--- config.mk ---
export PLATFORM = sky130hd
export DESIGN_NAME = brm_top
export DESIGN_NICKNAME = d
export VERILOG_FILES = /design/src/core/brm_pkg.sv /design/src/core/brm_rate.sv /design/src/core/brm_mdio.sv /design/src/core/brm_top.sv
export SDC_FILE = /design/constraint.sdc
export NUM_CORES = 1
export LEC_CHECK = 0
export ABC_AREA = 1
export BUFFER_PORTS_ARGS = -buffer_cell sky130_fd_sc_hd__buf_2
export CELL_PAD_IN_SITES_DETAIL_PLACEMENT = 2
export CELL_PAD_IN_SITES_GLOBAL_PLACEMENT = 2
export CORE_ASPECT_RATIO = 1.1
export CORE_MARGIN = 2
export CORE_UTILIZATION = 34
export DETAILED_ROUTE_END_ITERATION = 8
export HOLD_SLACK_MARGIN = 0.15
export PLACE_DENSITY_LB_ADDON = 0.1
export SETUP_SLACK_MARGIN = 0.2
export SLEW_MARGIN = 20
export SYNTH_ARGS = -nofsm -noshare
export SYNTH_HDL_FRONTEND = slang
export SYNTH_HIERARCHICAL = 1
export SYNTH_SLANG_ARGS = --single-unit
--- constraint.sdc ---
create_clock -name clk_sys_i -period 5.2 [get_ports clk_sys_i]
set_clock_uncertainty 0.2 [all_clocks]
set_input_delay 0.52 -clock clk_sys_i [delete_from_list [all_inputs] [get_ports clk_sys_i]]
set_output_delay 0.52 -clock clk_sys_i [all_outputs]
set_load 0.05 [all_outputs]
--- src/core/brm_pkg.sv ---
// Constants shared by the rate resolution and management register block.
// Assumes one 40 MHz system clock and a synchronous active-high reset.
// How it works
// - Resolved speed code drives the rate adaptation speed input of the core.
// - Speed code: 10 is 1 Gbps, 01 is 100 Mbps, 00 is 10 Mbps.
// - Forced speed when negotiation off; partner or advertised by role; 1G in 1000X.
// - Six management registers: control, status, advert, partner, expansion, ext.
// - MDIO style: registers reached over the serial management interface.
// - Host-bus style: same registers reached over a parallel host bus.
// - Control and advert writable; status, partner, expansion, ext read-only.
// - Evaluation build stops working after about four hours.
// - Serial side runs 1.25 Gbps; 8b/10b coding done in the transceiver.
// - Role chosen by a pin; PCS flavour may change while running.
// - Control bit 15 resets the channel and clears itself.
// - In 1000BASE-X the control speed bits read as 10.

package brm_pkg;

   // ------------------------------------------------------------
   // Register map
   // ------------------------------------------------------------
   localparam logic [4:0] ADDR_CONTROL = 5'h00;
   localparam logic [4:0] ADDR_STATUS = 5'h01;
   localparam logic [4:0] ADDR_ADVERT = 5'h04;
   localparam logic [4:0] ADDR_PARTNER = 5'h05;
   localparam logic [4:0] ADDR_EXPANSION = 5'h06;
   localparam logic [4:0] ADDR_EXT_STATUS = 5'h0f;

   // ------------------------------------------------------------
   // Field positions and reset values
   // ------------------------------------------------------------
   localparam int unsigned CTRL_RESET_BIT = 15;
   localparam int unsigned CTRL_LOOPBACK_BIT = 14;
   localparam int unsigned CTRL_SPEED_LSB_BIT = 13;
   localparam int unsigned CTRL_AN_EN_BIT = 12;
   localparam int unsigned CTRL_PWRDN_BIT = 11;
   localparam int unsigned CTRL_ISOLATE_BIT = 10;
   localparam int unsigned CTRL_AN_RESTART_BIT = 9;
   localparam int unsigned CTRL_SPEED_MSB_BIT = 6;
   localparam int unsigned CTRL_UNIDIR_BIT = 5;
   localparam logic [15:0] CTRL_RESET_VAL = 16'h1140;
   localparam logic [15:0] CTRL_WRITE_MASK = 16'h7d60;
   localparam logic [15:0] ADVERT_RESET_VAL = 16'h0800;
   localparam int unsigned ADVERT_SPEED_LSB = 10;
   localparam int unsigned PARTNER_SPEED_LSB = 10;
   localparam int unsigned STAT_EXT_BIT = 8;
   localparam int unsigned STAT_AN_DONE_BIT = 5;
   localparam int unsigned STAT_AN_ABLE_BIT = 3;
   localparam int unsigned STAT_LINK_BIT = 2;
   localparam int unsigned EXP_PAGE_RX_BIT = 1;
   localparam logic [15:0] EXT_STATUS_VAL = 16'hc000;

   // ------------------------------------------------------------
   // Speed codes
   // ------------------------------------------------------------
   localparam logic [1:0] SPEED_1G = 2'h2;
   localparam logic [1:0] SPEED_100M = 2'h1;
   localparam logic [1:0] SPEED_10M = 2'h0;

   // ------------------------------------------------------------
   // Serial management framing
   // ------------------------------------------------------------
   localparam logic [5:0] MDIO_PREAMBLE_LEN = 6'h20;
   localparam logic [1:0] MDIO_OP_READ = 2'h2;
   localparam logic [1:0] MDIO_OP_WRITE = 2'h1;
   localparam logic [5:0] MDIO_OP_LAST = 6'h01;
   localparam logic [5:0] MDIO_ADDR_LAST = 6'h09;
   localparam logic [5:0] MDIO_DATA_LAST = 6'h0f;

   // ------------------------------------------------------------
   // Timing
   // ------------------------------------------------------------
   localparam longint unsigned CLK_HZ = 40000000;
   localparam longint unsigned EVAL_TIME_S = 14400;
   localparam logic [39:0] EVAL_CYCLES = 40'(EVAL_TIME_S * CLK_HZ);
   localparam int unsigned LINE_RATE_MBPS = 1250;

endpackage : brm_pkg

--- src/core/brm_rate.sv ---
// Speed resolution for the rate adaptation stages of the PCS core.
// Forces the 10 code itself in 1000BASE-X operation, whatever the forced speed reads.
`timescale 1ns/1ps
`default_nettype none

module brm_rate (
   // Clock, reset, enable
   input wire logic clk_sys_i,
   input wire logic srst_i,
   input wire logic ce_i,
   // Resolution inputs
   input wire logic pcs_flavour_select_i,
   input wire logic sgmii_phy_role_i,
   input wire logic an_enable_i,
   input wire logic [1:0] forced_speed_i,
   input wire logic [1:0] advertised_speed_i,
   input wire logic [1:0] partner_speed_i,
   // Resolved speed
   output logic [1:0] op_rate_o
);

   typedef struct packed {
      logic [1:0] rate;
   } brm_rate_state_t;

   brm_rate_state_t s_reg;
   brm_rate_state_t s_next;

   always_comb begin
      s_next = s_reg;
      if (pcs_flavour_select_i)
         s_next.rate = brm_pkg::SPEED_1G;
      else if (!an_enable_i)
         s_next.rate = forced_speed_i;
      else if (sgmii_phy_role_i)
         s_next.rate = advertised_speed_i;
      else
         s_next.rate = partner_speed_i;
   end

   always_ff @(posedge clk_sys_i) begin
      if (srst_i)
         s_reg <= '{rate: brm_pkg::SPEED_1G};
      else if (ce_i)
         s_reg <= s_next;
   end

   assign op_rate_o = s_reg.rate;

endmodule : brm_rate

`default_nettype wire

--- src/core/brm_mdio.sv ---
// Serial management slave that turns frames into register strobes.
// Assumes MDC is sampled as a plain input and is slower than clk_sys_i / 2.
`timescale 1ns/1ps
`default_nettype none

module brm_mdio (
   // Clock, reset, enable
   input wire logic clk_sys_i,
   input wire logic srst_i,
   input wire logic ce_i,
   input wire logic en_i,
   // Serial pins
   input wire logic [4:0] phy_addr_i,
   input wire logic mdc_i,
   input wire logic mdio_i,
   output logic mdio_o,
   output logic mdio_oe_o,
   // Register strobes
   output logic rd_o,
   output logic wr_o,
   output logic [4:0] addr_o,
   output logic [15:0] wdata_o,
   input wire logic [15:0] rdata_i
);

   typedef enum logic [2:0] {
      PH_PRE, PH_START, PH_OP, PH_ADDR, PH_TA, PH_RDAT, PH_WDAT
   } brm_mdio_phase_t;

   typedef struct packed {
      brm_mdio_phase_t phase;
      logic mdc_q;
      logic [5:0] cnt;
      logic [1:0] op;
      logic [9:0] hdr;
      logic is_rd;
      logic [15:0] shreg;
      logic mdo;
      logic oe;
      logic rd;
      logic wr;
      logic [4:0] addr;
      logic [15:0] wdata;
   } brm_mdio_state_t;

   brm_mdio_state_t s_reg;
   brm_mdio_state_t s_next;
   logic [9:0] hdr_now;

   // Every frame needs a full preamble; suppressed preambles are not seen.
   always_comb begin
      s_next = s_reg;
      s_next.rd = 1'b0;
      s_next.wr = 1'b0;
      s_next.mdc_q = mdc_i;
      hdr_now = {s_reg.hdr[8:0], mdio_i};
      // Capture data in the strobe cycle, before any clear-on-read lands.
      if (s_reg.rd)
         s_next.shreg = rdata_i;
      if (!en_i) begin
         s_next.phase = PH_PRE;
         s_next.cnt = '0;
         s_next.oe = 1'b0;
      end else if (mdc_i && !s_reg.mdc_q) begin
         unique case (s_reg.phase)
            PH_PRE: begin
               if (mdio_i) begin
                  if (s_reg.cnt != brm_pkg::MDIO_PREAMBLE_LEN)
                     s_next.cnt = s_reg.cnt + 6'h01;
               end else if (s_reg.cnt == brm_pkg::MDIO_PREAMBLE_LEN) begin
                  s_next.phase = PH_START;
               end else begin
                  s_next.cnt = '0;
               end
            end
            PH_START: begin
               s_next.cnt = '0;
               s_next.phase = mdio_i ? PH_OP : PH_PRE;
            end
            PH_OP: begin
               s_next.op = {s_reg.op[0], mdio_i};
               s_next.cnt = s_reg.cnt + 6'h01;
               if (s_reg.cnt == brm_pkg::MDIO_OP_LAST) begin
                  s_next.phase = PH_ADDR;
                  s_next.cnt = '0;
               end
            end
            PH_ADDR: begin
               s_next.hdr = hdr_now;
               s_next.cnt = s_reg.cnt + 6'h01;
               if (s_reg.cnt == brm_pkg::MDIO_ADDR_LAST) begin
                  s_next.cnt = '0;
                  s_next.addr = hdr_now[4:0];
                  s_next.is_rd = (s_reg.op == brm_pkg::MDIO_OP_READ);
                  s_next.rd = (s_reg.op == brm_pkg::MDIO_OP_READ);
                  s_next.phase = PH_TA;
                  // Foreign address or bad opcode: wait for the next frame.
                  if (hdr_now[9:5] != phy_addr_i ||
                      (s_reg.op != brm_pkg::MDIO_OP_READ &&
                       s_reg.op != brm_pkg::MDIO_OP_WRITE)) begin
                     s_next.rd = 1'b0;
                     s_next.phase = PH_PRE;
                  end
               end
            end
            PH_TA: begin
               s_next.cnt = s_reg.cnt + 6'h01;
               if (s_reg.cnt == 6'h00) begin
                  s_next.oe = s_reg.is_rd;
                  s_next.mdo = 1'b0;
               end else begin
                  s_next.cnt = '0;
                  s_next.phase = s_reg.is_rd ? PH_RDAT : PH_WDAT;
                  if (s_reg.is_rd) begin
                     s_next.mdo = s_reg.shreg[15];
                     s_next.shreg = {s_reg.shreg[14:0], 1'b0};
                  end
               end
            end
            PH_RDAT: begin
               s_next.cnt = s_reg.cnt + 6'h01;
               s_next.mdo = s_reg.shreg[15];
               s_next.shreg = {s_reg.shreg[14:0], 1'b0};
               if (s_reg.cnt == brm_pkg::MDIO_DATA_LAST) begin
                  s_next.oe = 1'b0;
                  s_next.cnt = '0;
                  s_next.phase = PH_PRE;
               end
            end
            PH_WDAT: begin
               s_next.wdata = {s_reg.wdata[14:0], mdio_i};
               s_next.cnt = s_reg.cnt + 6'h01;
               if (s_reg.cnt == brm_pkg::MDIO_DATA_LAST) begin
                  s_next.wr = 1'b1;
                  s_next.cnt = '0;
                  s_next.phase = PH_PRE;
               end
            end
            default: s_next.phase = PH_PRE;
         endcase
      end
   end

   always_ff @(posedge clk_sys_i) begin
      if (srst_i)
         s_reg <= '0;
      else if (ce_i)
         s_reg <= s_next;
   end

   assign mdio_o = s_reg.mdo;
   assign mdio_oe_o = s_reg.oe;
   assign rd_o = s_reg.rd;
   assign wr_o = s_reg.wr;
   assign addr_o = s_reg.addr;
   assign wdata_o = s_reg.wdata;

endmodule : brm_mdio

`default_nettype wire

--- src/core/brm_top.sv ---
// Management register bank and rate resolution for a SGMII bridge.
// Assumes the PCS core consumes the control outputs in the same clock
// domain and that straps may change at any time.
`timescale 1ns/1ps
`default_nettype none

module brm_top #(
   parameter bit EVAL_BUILD = 1'b0,
   parameter logic [39:0] EVAL_CYCLES = brm_pkg::EVAL_CYCLES
) (
   // Clock, reset, enable
   input wire logic clk_sys_i,
   input wire logic srst_i,
   input wire logic ce_i,

   // Mode straps
   input wire logic pcs_flavour_select_i,
   input wire logic sgmii_phy_role_i,
   input wire logic mgmt_style_i,

   // Serial management pins
   input wire logic [4:0] phy_addr_i,
   input wire logic mdc_i,
   input wire logic mdio_i,
   output logic mdio_o,
   output logic mdio_oe_o,

   // Parallel host bus
   input wire logic hb_cs_i,
   input wire logic hb_wr_i,
   input wire logic [4:0] hb_addr_i,
   input wire logic [15:0] hb_wdata_i,
   output logic [15:0] hb_rdata_o,
   output logic hb_ack_o,

   // Status from the PCS core
   input wire logic link_ok_i,
   input wire logic an_complete_i,
   input wire logic page_rx_i,
   input wire logic [15:0] partner_ability_i,

   // Control to the PCS core and transceiver
   output logic [1:0] op_rate_o,
   output logic chan_reset_o,
   output logic an_restart_o,
   output logic an_enable_o,
   output logic loopback_o,
   output logic power_down_o,
   output logic isolate_o,
   output logic unidir_o,
   output logic core_run_o,
   output logic serdes_codec_en_o
);

   // ------------------------------------------------------------
   // State
   // ------------------------------------------------------------
   typedef struct packed {
      logic [15:0] ctrl;
      logic [15:0] advert;

      logic link_lat;
      logic page_lat;

      logic chan_rst;
      logic an_rst;

      logic [15:0] hb_rdata;
      logic hb_ack;

      logic [39:0] eval_cnt;
      logic expired;
      logic codec_en;
   } brm_top_state_t;

   brm_top_state_t s_reg;
   brm_top_state_t s_next;

   logic mdio_rd;
   logic mdio_wr;
   logic [4:0] mdio_addr;
   logic [15:0] mdio_wdata;
   logic [15:0] mdio_rdata;

   logic acc_rd;
   logic acc_wr;
   logic [4:0] acc_addr;
   logic [15:0] acc_wdata;

   logic [15:0] ctrl_view;

   // ------------------------------------------------------------
   // Helpers
   // ------------------------------------------------------------
   // speed bits read as 1G when gbe is set
   function automatic logic [15:0] ctrl_readback(
      input logic [15:0] ctrl,
      input logic gbe
   );
      logic [15:0] v;

      v = ctrl;
      if (gbe) begin
         v[brm_pkg::CTRL_SPEED_MSB_BIT] = brm_pkg::SPEED_1G[1];
         v[brm_pkg::CTRL_SPEED_LSB_BIT] = brm_pkg::SPEED_1G[0];
      end

      return v;
   endfunction : ctrl_readback

   function automatic logic [15:0] read_reg(
      input logic [4:0] addr,
      input brm_top_state_t st,
      input logic gbe,
      input logic an_done,
      input logic [15:0] partner
   );
      logic [15:0] v;

      v = '0;
      unique case (addr)
         brm_pkg::ADDR_CONTROL: v = ctrl_readback(st.ctrl, gbe);
         brm_pkg::ADDR_STATUS: begin
            v[brm_pkg::STAT_EXT_BIT] = 1'b1;
            v[brm_pkg::STAT_AN_DONE_BIT] = an_done;
            v[brm_pkg::STAT_AN_ABLE_BIT] = 1'b1;
            v[brm_pkg::STAT_LINK_BIT] = st.link_lat;
         end
         brm_pkg::ADDR_ADVERT: v = st.advert;
         brm_pkg::ADDR_PARTNER: v = partner;
         brm_pkg::ADDR_EXPANSION: v[brm_pkg::EXP_PAGE_RX_BIT] = st.page_lat;
         brm_pkg::ADDR_EXT_STATUS: v = brm_pkg::EXT_STATUS_VAL;
         default: v = '0;
      endcase

      return v;
   endfunction : read_reg

   // ------------------------------------------------------------
   // Serial management port
   // ------------------------------------------------------------
   // serial access path
   brm_mdio u_mdio (
      .clk_sys_i(clk_sys_i),
      .srst_i(srst_i),
      .ce_i(ce_i),
      .en_i(!mgmt_style_i),
      .phy_addr_i(phy_addr_i),
      .mdc_i(mdc_i),
      .mdio_i(mdio_i),
      .mdio_o(mdio_o),
      .mdio_oe_o(mdio_oe_o),
      .rd_o(mdio_rd),
      .wr_o(mdio_wr),
      .addr_o(mdio_addr),
      .wdata_o(mdio_wdata),
      .rdata_i(mdio_rdata)
   );

   assign mdio_rdata = read_reg(mdio_addr, s_reg, pcs_flavour_select_i,
                                an_complete_i, partner_ability_i);

   // ------------------------------------------------------------
   // Access selection
   // ------------------------------------------------------------
   always_comb begin
      // Only one style is live, so the two access paths never collide.
      // host bus replaces serial
      if (mgmt_style_i) begin
         acc_rd = hb_cs_i && !hb_wr_i;
         acc_wr = hb_cs_i && hb_wr_i;
         acc_addr = hb_addr_i;
         acc_wdata = hb_wdata_i;
      end else begin
         acc_rd = mdio_rd;
         acc_wr = mdio_wr;
         acc_addr = mdio_addr;
         acc_wdata = mdio_wdata;
      end
   end

   // ------------------------------------------------------------
   // Register behaviour
   // ------------------------------------------------------------
   always_comb begin
      s_next = s_reg;

      s_next.chan_rst = 1'b0;
      s_next.an_rst = 1'b0;
      s_next.hb_ack = 1'b0;

      s_next.codec_en = 1'b1;

      // Host reads answer one cycle later from a register.
      // Every host access is acked in host-bus style, so a host never waits on a dropped write.
      if (mgmt_style_i && hb_cs_i) begin
         s_next.hb_ack = 1'b1;
         if (!hb_wr_i)
            s_next.hb_rdata = read_reg(hb_addr_i, s_reg,
                                       pcs_flavour_select_i,
                                       an_complete_i, partner_ability_i);
      end

      // Link drop latches low; a status read re-arms, a drop still wins.
      s_next.link_lat = link_ok_i &&
                        ((acc_rd && acc_addr == brm_pkg::ADDR_STATUS) ||
                         s_reg.link_lat);

      // Page reception is sticky until read; a new page wins the clear.
      s_next.page_lat = page_rx_i ||
                        (s_reg.page_lat &&
                         !(acc_rd && acc_addr == brm_pkg::ADDR_EXPANSION));

      // only control and advert take writes
      if (acc_wr) begin
         unique case (acc_addr)
            brm_pkg::ADDR_CONTROL: begin
               if (acc_wdata[brm_pkg::CTRL_RESET_BIT]) begin
                  s_next.ctrl = brm_pkg::CTRL_RESET_VAL;
                  s_next.advert = brm_pkg::ADVERT_RESET_VAL;
                  s_next.chan_rst = 1'b1;
               end else begin
                  s_next.ctrl = acc_wdata & brm_pkg::CTRL_WRITE_MASK;
                  s_next.an_rst = acc_wdata[brm_pkg::CTRL_AN_RESTART_BIT];
               end
            end
            brm_pkg::ADDR_ADVERT: s_next.advert = acc_wdata;
            default: s_next.advert = s_reg.advert;
         endcase
      end

      // The count stops once expired, so it never wraps back to running.
      // evaluation time limit
      if (EVAL_BUILD && !s_reg.expired) begin
         s_next.eval_cnt = s_reg.eval_cnt + 40'h1;
         if (s_reg.eval_cnt == EVAL_CYCLES - 40'h1)
            s_next.expired = 1'b1;
      end
   end

   always_ff @(posedge clk_sys_i) begin
      if (srst_i) begin
         s_reg <= '0;
         s_reg.ctrl <= brm_pkg::CTRL_RESET_VAL;
         s_reg.advert <= brm_pkg::ADVERT_RESET_VAL;
      end else if (ce_i) begin
         s_reg <= s_next;
      end
   end

   // ------------------------------------------------------------
   // Rate resolution
   // ------------------------------------------------------------
   assign ctrl_view = ctrl_readback(s_reg.ctrl, pcs_flavour_select_i);

   brm_rate u_rate (
      .clk_sys_i(clk_sys_i),
      .srst_i(srst_i),
      .ce_i(ce_i),
      .pcs_flavour_select_i(pcs_flavour_select_i),
      .sgmii_phy_role_i(sgmii_phy_role_i),
      .an_enable_i(s_reg.ctrl[brm_pkg::CTRL_AN_EN_BIT]),
      .forced_speed_i({ctrl_view[brm_pkg::CTRL_SPEED_MSB_BIT],
                       ctrl_view[brm_pkg::CTRL_SPEED_LSB_BIT]}),
      .advertised_speed_i(
         s_reg.advert[brm_pkg::ADVERT_SPEED_LSB +: 2]),
      .partner_speed_i(
         partner_ability_i[brm_pkg::PARTNER_SPEED_LSB +: 2]),
      .op_rate_o(op_rate_o)
   );

   // ------------------------------------------------------------
   // Outputs
   // ------------------------------------------------------------
   assign hb_rdata_o = s_reg.hb_rdata;
   assign hb_ack_o = s_reg.hb_ack;

   assign chan_reset_o = s_reg.chan_rst;
   assign an_restart_o = s_reg.an_rst;

   assign an_enable_o = s_reg.ctrl[brm_pkg::CTRL_AN_EN_BIT];
   assign loopback_o = s_reg.ctrl[brm_pkg::CTRL_LOOPBACK_BIT];
   assign power_down_o = s_reg.ctrl[brm_pkg::CTRL_PWRDN_BIT];
   assign isolate_o = s_reg.ctrl[brm_pkg::CTRL_ISOLATE_BIT];
   assign unidir_o = s_reg.ctrl[brm_pkg::CTRL_UNIDIR_BIT];

   // An expired evaluation build holds the channel idle until reset.
   assign core_run_o = !s_reg.expired;
   assign serdes_codec_en_o = s_reg.codec_en;

endmodule : brm_top

`default_nettype wire

==> results.md <==
- Commonest cells in the netlist: nand2_1, nor2_1, dfxtp_1
- Skew-Pair Late Insertion Delay: ~0.37 ns
- Synth top area share: 0.336
- DRT iter0 DRCs: 230
- Vias per inst: 5.13
- Post-synth cell types: 42
- Sequential area share after synthesis: 0.336
- NumNets Final: 1115
- Power Density: between 200 and 300 mW/mm2
- Comb pwr share: 0.134
- Crit path launch type: primary input
- Placed insts: roughly 1300
- Crit Path Class: in -> reg
- Max Clk Rate: 351 MHz
- EDFF count, synth: 0
- Longest Clk Path Bufs: 2
- HPWL after DPL: 17900 um
- I/O Buffers: 83
- Period utilization: 0.548
- Hold Path Class: in -> reg
- GRT Util Overall: 0.241
- Net Sw Frac: 0.311
- Reg2reg path depth: 8
- Synth-to-layout area growth: 8.50%
- Crit path max fanout: 28
- Sequential cell fraction of total power: 0.472
- Hold Vio Cnt, Final: 0
- Levels on crit path: 9
- Int Power: between 1000 and 1500 uW
- CP delay by family, top: simple AND/OR/NAND/NOR gates
- Max FFs per register: 29
- CP bufs+invs: 3
- Post-CTS setup buffers: 0
- CTS Hold Buffers Added: 0
- Root Buffer: clkbuf_16
- Pin count of the biggest net entering global routing: 40
- Clk slew on worst S/H paths: 0.09 ns
- Synth area leaders: dfxtp_1, nand2_1, nor2_1
- DIE AREA: 0.0206 mm2
- Slowest-stage cell, CP: inv_2
- Most frequent cell after synthesis: nand2_1
- Leakage: about 0.0034 uW
- Syn avg cell area: roughly 6.4 um2
- CP Cell Sequence: buf_2, inv_2, nand3_2, nor2_2, nand2_1, nor2_2, inv_1, o21ai_0, nor2_1
- Final setup vio count: 0
- Worst R2R Setup Slack: 2.88 ns
- Peak VDD IR: between 0.1 and 0.15 mV
- Setup crit end kind: register
- Max cap viols: 0
- Async SR Flop Fraction: 0
- DRT Wirelength: between 20000 and 25000 um
- R2r startpoint: u_mdio/s_reg[60]
- Outcome: complete, no violations
- Min Tclk post-route: between 2 and 3 ns
- DR DRC count: 0
- FP Rows: 53
- Post-place setup slack: roughly 2.0 ns
- Yosys top cell by area: dfxtp_1
- Post-Route Utilization: 0.376
- Placer Congestion: approximately 0.84
- First-pass GRT wire length: 38000 um
- DR WL/cell: around 18 um
- Post-synthesis net count: ~1100
- Max Slew Vio Count: 0
- PnR worst setup slack: 2.35 ns
- Critical path data required time: roughly 5.3 ns
- First-pass DRT Iterations: 4
- Ys flop type: dfxtp_1
- Syn. warnings: 6
- Final cell count without fillers: 1308
- Clock group share of total power: 0.394
- Initial antenna violation count: 0
- Synth Register Bits: 111
- Vias: around 6700
- Overflow after GRT: 0
- Die height: 150 um
- Vias in the first global route: a little under 7000
- Clock sinks: ~110
- Post-Syn Instances: slightly above 1000
- CTS tree: yes
- Slew @ Worst Pin: about 1 ns
- Htree depth: 3
- Crit. Startpoint: mgmt_style_i
- Setup_tns: 0 ns
- Core area: 0.0191 mm2
- Max incr delay on CP: approximately 0.43 ns
- IO Count: between 80 and 90
- Num CTS Buffers: 9
- Resized Gates After CTS: 0
- Die Span X: around 140 um
- Reg2Reg Capture Point: u_mdio/addr_o[2]
- Critical Path AT: a little under 3 ns
- Psw: approximately 580 uW
- Most used cell, CP: nor2_2
- Antenna cells: 0
- Starting Density: 0.346
- Slew headroom: 0.332
- Layout cells sized above 1: 0.139
- Antenna Nets Post-Route: 0
- Post-Syn Area: 0.00661 mm2
- RSZ-0062 raised after global routing: false
- Worst Setup EP: u_mdio/addr_o[2]
power groups by stage:
stage               logic (uW)  clock network [uW]  registers, uW
floorplan                  163                   0            902
global placement           246                   0            900
detailed placement         251                   0            900
CTS                        254                 760            880
global route               282                 794            883
finish                     250                 734            880
placed cells by master, fill, tap and decap left out, types with 2 or more instances in the layout:
cell type    n
nor2_4       3
dfxtp_1    111
inv_2        9
buf_4        3
clkbuf_16    9
o21ai_1      6
mux2i_1      6
nor2_2       9
o22ai_1      4
nand3_1     86
nor3_1       2
clkinv_8     2
o21ai_0     77
or2_2        2
nand3_4      3
inv_1      109
nand3_2      4
nor2_1     125
ha_1         4
nand2_1    270
a21oi_1     86
xor2_1       3
nand2_2      8
inv_8        3
o211ai_1     5
nand4_1     12
buf_2       83
worst min-delay path, delay by kind of cell:
family          cells  cell delay [ns]
simple gates        1             0.06
buf+inv             1             0.11
compound gates      1             0.06
how the worst min path moves through the flow:
stage	end	startpoint	cells past startpoint	slack, ns
floorplan	s_reg[85]	s_reg[85]	2	0.23
global placement	serdes_codec_en_o	serdes_codec_en_o	2	0.25
detailed placement	u_rate/op_rate_o[1]	u_rate/op_rate_o[1]	2	0.25
CTS	s_reg[61]	page_rx_i	3	0.22
global route	s_reg[61]	page_rx_i	3	0.25
finish	s_reg[61]	page_rx_i	3	0.23
routing by layer:
layer,GRT usage,vias to the layer above,wire (um)
met4,0.0691,0,457
li1,-,3315,-
met2,0.416,102,11600
met5,0,-,0
met1,0.316,3276,11100
met3,0.0246,23,713
kinds of logic (layout without fill, tap and decap cells):
| group | count (synthesis) | count (layout) | share of synthesized area |
|---|---|---|---|
| simple gates | 528 | 528 | 0.349 |
| flops | 111 | 111 | 0.336 |
| xor+xnor | 3 | 3 | 0.00397 |
| buf+inv | 195 | 220 | 0.142 |
| fa+ha+maj | 4 | 4 | 0.00757 |
| other cells | 1 | 1 | 0.000567 |
| compound gates | 188 | 188 | 0.152 |
| mux | 6 | 6 | 0.00908 |
cell type report:
cell class              count  area, um2
fillers                  2426      11900
multi-input cells         730       3450
flip-flops and latches    111       2220
inverters                 118        443
repair buffers             86        438
well taps                 247        309
clock buffers               9        225
clock inverters             7       82.6
through the flow:
| stage | hold WS, ns | power (uW) | cell area [um2] |
|---|---|---|---|
| finish | 0.232 | 1860 | 7170 |
| global route | 0.252 | 1960 | 7170 |
| CTS | 0.218 | 1890 | 7170 |
| detailed placement | 0.252 | 1150 | 6870 |
| global placement | 0.248 | 1150 | 6870 |
| floorplan | 0.234 | 1060 | 6610 |
No activity file was read; power rests on OpenSTA's default activity.
